<file path="config.mk">
export PLATFORM = sky130hd
export DESIGN_NAME = timer_clock_control
export DESIGN_NICKNAME = d
export VERILOG_FILES = /design/src/design/count_prescaler.v /design/src/design/timer_clock_control.v
export VERILOG_INCLUDE_DIRS = /design/src /design/src/design
export SDC_FILE = /design/constraint.sdc
export NUM_CORES = 1
export LEC_CHECK = 0
export BUFFER_PORTS_ARGS = -buffer_cell sky130_fd_sc_hd__buf_4
export CELL_PAD_IN_SITES_DETAIL_PLACEMENT = 1
export CELL_PAD_IN_SITES_GLOBAL_PLACEMENT = 1
export CORE_MARGIN = 10
export CORE_UTILIZATION = 45
export CTS_CLUSTER_SIZE = 8
export DETAILED_ROUTE_END_ITERATION = 6
export PLACE_DENSITY_LB_ADDON = 0.1
export SETUP_SLACK_MARGIN = 0.15
export SYNTH_ARGS = -nofsm -noshare
export SYNTH_HDL_FRONTEND = slang
export SYNTH_SLANG_ARGS = --single-unit
export TNS_END_PERCENT = 100
</file>
<file path="constraint.sdc">
create_clock -name clk -period 2.7 [get_ports clk]
set_input_delay 0.54 -clock clk [delete_from_list [all_inputs] [get_ports clk]]
set_output_delay 0.54 -clock clk [all_outputs]
set_load 0.005 [all_outputs]
</file>
<file path="src/design/timer_clock_regs.vh">
`ifndef TIMER_CLOCK_REGS_VH
`define TIMER_CLOCK_REGS_VH
// Register indices on the plain port
`define ADDR_CONTROL      4'h0
`define ADDR_COUNT_LOW    4'h1
`define ADDR_COUNT_HIGH   4'h2
`define ADDR_STATUS       4'h3
`define ADDR_MASK         4'h4
`define ADDR_SLEEP        4'h5
// Control field positions
`define CLK_SEL_HI        7
`define CLK_SEL_LO        6
`define PRE_HI            5
`define PRE_LO            4
`define OSC_EN_BIT        3
`define SYNC_BYP_BIT      2
`define RUN_BIT           0
`define CONTROL_MASK      8'hFD
`define CONTROL_RESET     8'h00
// Clock select codes
`define SEL_INSTR         2'h0
`define SEL_SYSTEM        2'h1
`define SEL_EXT           2'h2
// Status bits
`define ST_ROLLOVER       0
`define ST_WAKE           1
// Instruction clock is system clock over four
`define INSTR_DIV         2'h3
`endif

</file>
<file path="src/design/count_prescaler.v">
`timescale 1ns/1ps
// Divides a one-cycle tick by 1, 2, 4 or 8
module count_prescaler (
   input  wire       clk,
   input  wire       reset,
   input  wire       clear,
   input  wire [1:0] ratio_sel,
   input  wire       tick_in,
   output wire       tick_out
);
   reg  [2:0] div_reg;
   wire [2:0] top;
   assign top = (3'h1 << ratio_sel) - 3'h1;
   assign tick_out = tick_in & (div_reg == top);
   always @(posedge clk or posedge reset) begin
      if (reset) begin
         div_reg <= 3'h0;
      end else if (clear) begin
         div_reg <= 3'h0;
      end else if (tick_in) begin
         div_reg <= (div_reg == top) ? 3'h0 : div_reg + 3'h1;
      end
   end
endmodule // count_prescaler

</file>
<file path="src/design/timer_clock_control.v">
`timescale 1ns/1ps
`include "timer_clock_regs.vh"
// ===============================================
module timer_clock_control (
   input  wire       clk,
   input  wire       reset,
   input  wire [3:0] addr,
   input  wire [7:0] wdata,
   input  wire       wr,
   input  wire       rd,
   output reg  [7:0] rdata,
   input  wire       external_count_pin,
   input  wire       osc_clock_in,
   input  wire       sleep_mode,
   output reg        secondary_osc_enable,
   output reg        gate_toggle_clear,
   output reg        wake_request,
   output reg        irq
);
   // ===============================================
   // State and next-state signals
   reg  [7:0]  ctrl_reg;
   reg  [15:0] count_reg;
   reg  [1:0]  status_reg;
   reg  [1:0]  mask_reg;
   reg  [1:0]  pin_sync_reg;
   reg  [1:0]  osc_sync_reg;
   reg         ext_prev_reg;
   reg         sync_edge_reg;
   reg  [1:0]  instr_div_reg;
   reg  [15:0] count_next;
   reg  [1:0]  status_next;
   reg  [7:0]  rdata_next;
   wire [1:0]  clk_sel;
   wire        ext_level;
   wire        raw_edge;
   wire        ext_edge;
   wire        raw_tick;
   wire        pre_tick;
   wire        sel_ext;
   wire        async_mode;
   wire        may_count;
   wire        rollover;
   wire        wr_low;
   wire        wr_high;
   wire        wr_ctrl;
   wire        wr_status;
   wire        wr_mask;

   // ===============================================
   // Clock source selection
   assign clk_sel = ctrl_reg[`CLK_SEL_HI:`CLK_SEL_LO];
   assign sel_ext = (clk_sel == `SEL_EXT);
   // Oscillator path when enabled, else the pin
   assign ext_level = ctrl_reg[`OSC_EN_BIT] ? osc_sync_reg[1]
                                            : pin_sync_reg[1];
   assign raw_edge = ext_level & ~ext_prev_reg;
   // sync choice
   // Bypass counts the edge straight from the input flops; the
   // synchronised path re-times it through one more flop first.
   assign ext_edge = ctrl_reg[`SYNC_BYP_BIT] ? raw_edge : sync_edge_reg;
   assign async_mode = sel_ext & ctrl_reg[`SYNC_BYP_BIT];
   assign may_count = ctrl_reg[`RUN_BIT] & (~sleep_mode | async_mode);
   assign raw_tick = (clk_sel == `SEL_SYSTEM) ? 1'b1 :
                     sel_ext ? ext_edge :
                     (clk_sel == `SEL_INSTR) ? (instr_div_reg == `INSTR_DIV)
                                             : 1'b0;

   // ===============================================
   // Prescaler
   // Run low clears the ratio count so a restart begins a full period
   // ratio divide
   count_prescaler u_pre (
      .clk       (clk),
      .reset     (reset),
      .clear     (~ctrl_reg[`RUN_BIT]),
      .ratio_sel (ctrl_reg[`PRE_HI:`PRE_LO]),
      .tick_in   (raw_tick & may_count),
      .tick_out  (pre_tick)
   );

   assign wr_low   = wr & (addr == `ADDR_COUNT_LOW);
   assign wr_high  = wr & (addr == `ADDR_COUNT_HIGH);
   // A count write in the same cycle wins, so it raises no flag
   // wrap detect
   assign rollover = pre_tick & (count_reg == 16'hFFFF) & ~wr_low & ~wr_high;

   // ===============================================
   // Input synchronisers and dividers
   always @(posedge clk or posedge reset) begin
      if (reset) begin
         pin_sync_reg  <= 2'h0;
         osc_sync_reg  <= 2'h0;
         ext_prev_reg  <= 1'b0;
         sync_edge_reg <= 1'b0;
         instr_div_reg <= 2'h0;
      end else begin
         pin_sync_reg  <= {pin_sync_reg[0], external_count_pin};
         osc_sync_reg  <= {osc_sync_reg[0], osc_clock_in};
         ext_prev_reg  <= ext_level;
         sync_edge_reg <= raw_edge & ~ctrl_reg[`SYNC_BYP_BIT];
         // Free-running, so the instruction tick phase ignores the run bit
         instr_div_reg <= instr_div_reg + 2'h1;
      end
   end

   // ===============================================
   // Write decodes
   assign wr_ctrl   = wr & (addr == `ADDR_CONTROL);
   assign wr_status = wr & (addr == `ADDR_STATUS);
   assign wr_mask   = wr & (addr == `ADDR_MASK);

   // ===============================================
   // Next-state logic
   // count and wrap
   // Software write to a count byte beats a tick in the same cycle
   always @* begin
      count_next = count_reg;
      if (wr_low) begin
         count_next[7:0] = wdata;
      end else if (wr_high) begin
         count_next[15:8] = wdata;
      end else if (pre_tick) begin
         count_next = count_reg + 16'h0001;
      end
   end

   // sticky flag, set wins over clear
   // Flags are write-one-to-clear
   always @* begin
      status_next = status_reg;
      if (wr_status) begin
         status_next = status_reg & ~wdata[1:0];
      end
      if (rollover) begin
         status_next[`ST_ROLLOVER] = 1'b1;
      end
      if (rollover && sleep_mode) begin
         status_next[`ST_WAKE] = 1'b1;
      end
   end

   // Read data stands only in the cycle after the strobe
   always @* begin
      rdata_next = 8'h00;
      if (rd) begin
         case (addr)
            `ADDR_CONTROL:    rdata_next = ctrl_reg;
            `ADDR_COUNT_LOW:  rdata_next = count_reg[7:0];
            `ADDR_COUNT_HIGH: rdata_next = count_reg[15:8];
            `ADDR_STATUS:     rdata_next = {6'h00, status_reg};
            `ADDR_MASK:       rdata_next = {6'h00, mask_reg};
            `ADDR_SLEEP:      rdata_next = {7'h00, sleep_mode};
            default:          rdata_next = 8'h00;
         endcase
      end
   end

   // ===============================================
   // Control and mask registers
   always @(posedge clk or posedge reset) begin
      if (reset) begin
         ctrl_reg <= `CONTROL_RESET;
         mask_reg <= 2'h0;
      end else begin
         if (wr_ctrl) begin
            ctrl_reg <= wdata & `CONTROL_MASK;
         end
         if (wr_mask) begin
            mask_reg <= wdata[1:0];
         end
      end
   end

   // ===============================================
   // Counter and status
   always @(posedge clk or posedge reset) begin
      if (reset) begin
         count_reg  <= 16'h0000;
         status_reg <= 2'h0;
      end else begin
         count_reg  <= count_next;
         status_reg <= status_next;
      end
   end

   // ===============================================
   // Output registers
   always @(posedge clk or posedge reset) begin
      if (reset) begin
         rdata                <= 8'h00;
         secondary_osc_enable <= 1'b0;
         gate_toggle_clear    <= 1'b1;
         wake_request         <= 1'b0;
         irq                  <= 1'b0;
      end else begin
         rdata                <= rdata_next;
         // oscillator enable
         // Not gated by sleep or sync bit, so it runs on in sleep
         secondary_osc_enable <= ctrl_reg[`OSC_EN_BIT];
         gate_toggle_clear    <= ~ctrl_reg[`RUN_BIT];
         wake_request         <= status_reg[`ST_WAKE];
         irq                  <= |(status_reg & mask_reg);
      end
   end
endmodule // timer_clock_control

</file>
# ---- Yosys cells after proc, flatten, opt, wreduce, memory -nomap -nowiden
# Index checks and enable logic that the tools add are counted.
dict set report op_classes {
  bitwise_logic 24
  eq_ne 12
  n_shift 1
  reduce_logical 10
  n_mux 17
  add_sub_neg 4
}
# cell count
set op_table {}
lappend op_table {{$pmux W8 S6} 1}
lappend op_table {{$mux W8} 4}
lappend op_table {{$add A16 B1 Y16 const B} 1}
lappend op_table {{$eq A16 B16 Y1 const B} 1}
lappend op_table {{$mux W16} 1}
lappend op_table {{$and A1 B1 Y1} 14}
lappend op_table {{$mux W3} 3}
lappend op_table {{$eq A4 B2 Y1 const B} 2}
lappend op_table {{$eq A4 B3 Y1 const B} 2}
lappend op_table {{$reduce_bool A2 Y1} 4}
lappend op_table {{$mux W1} 7}
lappend op_table {{$not A1 Y1} 6}
lappend op_table {{$and A2 B2 Y2} 2}
lappend op_table {{$eq A2 B2 Y1 const B} 2}
lappend op_table {{$eq A4 B1 Y1 const B} 1}
lappend op_table {{$logic_not A4 Y1} 1}
lappend op_table {{$reduce_and A2 Y1} 2}
lappend op_table {{$add A3 B1 Y3 const B} 1}
lappend op_table {{$eq A3 B3 Y1} 1}
lappend op_table {{$shl A1 B2 Y3 const A} 1}
lappend op_table {{$sub A3 B1 Y3 const B} 1}
lappend op_table {{$add A2 B1 Y2 const B} 1}
lappend op_table {{$eq A2 B1 Y1 const B} 1}
lappend op_table {{$logic_not A2 Y1} 1}
lappend op_table {{7 further kinds} 7}
dict set report word_totals {
  register_bits 50
  wordCells 85
  input_bits 19
  out_inout_bits 12
}

# ---- Logic depth before layout (Yosys ltp)
dict set report logic_depth {
  depth_word 12
  depth_mapped 8
  ltp_nobuf 7
}

# ---- Hierarchy
# Synthesis repeated with hierarchy kept, for this count alone.
dict set report unflattened {
  hier_cells 258
  hier_area_um2 2728.9
}
# module area_each_um2 cells_each seq_area_each_um2 instances
set by_module_without_submodules {}
lappend by_module_without_submodules {timer_clock_control 2507.4 236 1177.4 1}
lappend by_module_without_submodules {count_prescaler 221.5 22 75.1 1}

# ---- Worst setup path after synthesis
# OpenSTA, ideal clock, no wires.
dict set report synth_timing {
  path_type {reg-to-reg}
  from {register ctrl_reg[2]}
  to {register count_reg[13]}
  required_time_ns 2.568
  setup_time_ns 0.132
  path_stages_with_launch 8
  arrival_ns 1.959
  synth_period_minus_slack_ns 2.092
  slack_ns 0.608
  cell_sequence {dfrtp_1 -> or3b_1 -> a2111oi_2 -> o22ai_1 -> buf_6 -> nor4_2 -> xnor2_1 -> o21ai_1}
}
dict set report synth_via {
  elab_chain_cells 7
  elab_cells_between_ends 10
  cone_classes {3 x mux; 5 x bitwise; 2 x reduce/logical}
}
# element line_no
set synth_lines {}
lappend synth_lines {{from (decl)} timer_clock_control.v:22} ;# reg [7:0] ctrl_reg;
lappend synth_lines {{from (signal assigned)} timer_clock_control.v:163} ;# ctrl_reg <= `CONTROL_RESET;
lappend synth_lines {{from (signal assigned)} timer_clock_control.v:167} ;# ctrl_reg <= wdata & `CONTROL_MASK;
lappend synth_lines {{$mux W1 / $and A1 B1 Y1 (equally long branches)} {timer_clock_control.v:61, timer_clock_control.v:62}}
lappend synth_lines {{$mux W1 / $or A1 B1 Y1 (equally long branches)} {timer_clock_control.v:65, timer_clock_control.v:63}}
lappend synth_lines {{$mux W1 / $and A1 B1 Y1 (equally long branches)} {timer_clock_control.v:64, timer_clock_control.v:63}}
lappend synth_lines {{$and A1 B1 Y1 (*)} timer_clock_control.v:78} ;# .tick_in (raw_tick & may_count),
lappend synth_lines {{$and A1 B1 Y1 (*)} count_prescaler.v:14} ;# assign tick_out = tick_in & (div_reg == top);
lappend synth_lines {{$reduce_bool A2 Y1 (no source line) (*)} -}
lappend synth_lines {{$reduce_and A2 Y1 (no source line) (*)} -}
lappend synth_lines {{to (signal assigned)} timer_clock_control.v:182} ;# count_reg <= count_next;
lappend synth_lines {{to (decl)} timer_clock_control.v:23} ;# reg [15:0] count_reg;
# Every way passes the cells marked *; elsewhere a longest branch is shown, timed or not.
# A chain may end at the register's enable or synchronous reset.

# ---- Worst setup path after layout
dict set report layout_timing {
  from {register ctrl_reg[2]}
  to {register count_reg[7]}
}
# The elaborated chain is that of the path after synthesis.

==> metrics.yaml <==
syn_nets: 263
grt_pass1_wl_um: 11800
ys.flop_type: "dfrtp_1"
ys_async_sr_fraction_pct: 100.0
grt_pass1_vias: 2192
drt_pass1_iterations: 4
swShare_pct: 31.64
core_area_um2: 5238
gp_congestion: 0.8345
ys_ff_latch: 50
syn_area_per_cell_um2: 10.30
rsz0062_at_grt: "no"
grt_max_degree: 51
drive_above_1_share_pct: 23.83
pwr_density_cell_nw_per_um2: 684.4
p_comb_share_pct: 19.7
initialDrtViolationCount: 203
viasPerCell: 6.147
critPathMaxFanout: 11
slew_violations: 0
die_w_um: 94.27
fin_nets: 298
dieArea_um2: 8887
ios: 31
pwr-share-seq_pct: 53.1
hold_viol_final: 0
cap_violations: 0
endpoint_kind: "flip-flop"
cp_top_family: "compound AO/OA/AOI/OAI gates"
grt_usage_pct: 16.60
synth_area_um2: 2482
numCtsBuffers: 5
cts_setup_buffers: 0
slowest_stage: "dfrtp_1"
ant_nets: 0
cts_resized: 0
path_clk_slew_ps: 90
status: "completed"
synth_edf_count: 0
period_needed_ps: 2353
critPathLaunchType: "flip-flop"
initial_core_util_pct: 47.40
vias: 2133
hold_ws_ps: 335.1
cp.arrival_ps: 2540
ys_seq_area_share_pct: 50.45
clock-root-buffer: "clkbuf_8"
synth_warnings: 0
grt_antenna_before_repair: 0
cts_hold_buf: 0
globalRoute.totalOverflow: 0
finalClockSkew_ps: 7.635
power_frac_clock_pct: 27.1
max_freq_mhz: 424.9
netlist_instances: 241
worst_pin_slew_ps: 632.5
final_util_pct: 56.02
power_leakage_uw: 0.001272
instances_no_fill: 347
min_period_over_period_pct: 87.16
max_slew_margin_pct: 57.83
routedWlPerCell_um: 20.27
ir_drop_mv: 0.3729
wl_um: 7035
critPathRequiredTime_ps: 2890
largest_reg_flops: 16
clkSinkCount: 50
h-tree-depth: 2
clk_latency_ps: 300
port-buffer-count: 30
drc: 0
cts_buffer_depth: 2
cts_tree: "built"
cp_cell_sequence: "or3b_1 -> a2111oi_2 -> o22ai_1 -> buf_4 -> or2_2 -> o311ai_0"
finalSetupTns_ps: 0
criticalPathCategory: "flip-flop to flip-flop"
antenna_cells: 0
setup_viol: 0
dp_hpwl_um: 5206
die_height_um: 94.27
ys_types: 50
p_int_uw: 1373
p_switching_uw: 635.4
area_growth_pct: 18.20
hold_class: "primary input to flip-flop"
rows: 26
worst-path-buf-inv: 1
dp.cells: 339
crit_path_max_incr_delay_ps: 420
synth_stat cells (3+ instances only):
cell type / n / share of area (%)
mux2i_1: 3 / 1.2
a31oi_1: 6 / 1.5
nand4b_1: 3 / 1.1
nand4_1: 4 / 1.0
a22oi_1: 9 / 2.7
dfrtp_1: 49 / 49
o21ai_0: 4 / 0.81
ha_1: 3 / 1.5
o22ai_1: 10 / 2.5
nand2_1: 16 / 2.4
mux2_2: 11 / 5.0
inv_1: 9 / 1.4
xnor2_1: 3 / 1.1
a311oi_1: 9 / 3.2
nor2_1: 27 / 4.1
a21oi_1: 9 / 1.8
nor3_1: 13 / 2.6
clkbuf_1: 10 / 1.5
nand3_1: 6 / 1.2
layer usage:
layer	routed length (µm)	share of wire [%]	global-route usage [%]
met1	3242	46	22.28
met2	3348	48	25.86
met3	345	4.9	3.997
met4	99	1.4	4.557
met5	0	0	0
path summary, 6_finish.rpt:
| check | depth (start not counted) | from | slack, ps | endpoint |
|---|---|---|---|---|
| max | 6 | ctrl_reg[2] | 350 | count_reg[7] |
| min | 1 | external_count_pin | 340 | pin_sync_reg[0] |
| max reg2reg | 6 | ctrl_reg[2] | 350 | count_reg[7] |
| min reg2reg | 0 | osc_sync_reg[0] | 360 | osc_sync_reg[1] |
| max in group asynchronous | 3 | reset | 1880 | count_reg[6] |
| min in group asynchronous | 3 | reset | 420 | rdata[4] |
layout by cell type (no fill, tap or decap), types with 2 or more instances in the layout:
master | synthesis | routed
nor4_1 | 2 | 2
a22o_1 | 2 | 2
and3_1 | 2 | 2
nand4_1 | 4 | 4
ha_1 | 3 | 3
o21ai_0 | 4 | 4
a32o_1 | 2 | 2
mux2i_1 | 3 | 3
dfrtp_1 | 49 | 49
nor3b_1 | 2 | 2
a31oi_1 | 6 | 6
and3b_1 | 2 | 2
nand3_1 | 6 | 6
nand2_1 | 16 | 16
a21oi_1 | 9 | 9
inv_1 | 9 | 8
nand4b_1 | 3 | 3
a22oi_1 | 9 | 9
a311oi_1 | 9 | 9
buf_4 | 0 | 40
nor2_1 | 27 | 27
nor3_1 | 13 | 13
mux2_2 | 11 | 11
o22ai_1 | 10 | 10
xnor2_1 | 3 | 3
clkbuf_8 | 0 | 6
kinds of logic after synthesis:
group	after synthesis	share of synthesized area (%)
compound gates	59	16.89
xor+xnor	3	1.059
fa+ha+maj	3	1.512
buf+inv	21	3.478
flops	50	50.45
mux	15	7.107
simple gates	90	19.51
per-stage QoR:
stage	setup slack, ps	instance area (µm²)	total power, µW
6_report	346.6	2934	2008
5_1_grt	178.9	2934	2125
4_1_cts	348.5	2934	2025
3_5_place_dp	390.2	2818	1474
3_3_place_gp	440.4	2818	1452
2_1_floorplan	608.4	2482	1287
power groups by stage:
stage / Sequential, µW / Clock [µW] / Combinational [µW]
6_report: 1070 / 545 / 397
2_1_floorplan: 993 / 0 / 293
5_1_grt: 1090 / 587 / 446
3_5_place_dp: 1080 / 0 / 396
3_3_place_gp: 1070 / 0 / 381
4_1_cts: 1060 / 561 / 401
layout make-up:
cell class	instances	area (µm²)
Clock buffer	7	86.33
Sequential cell	50	1252
Timing Repair Buffer	40	300.3
Clock inverter	1	30.03
Multi-Input combinational cell	170	1144
Inverter	9	33.78
Tap cell	70	87.58
Fill cell	599	2303
Note: power is estimated with default switching activity, not from simulation.
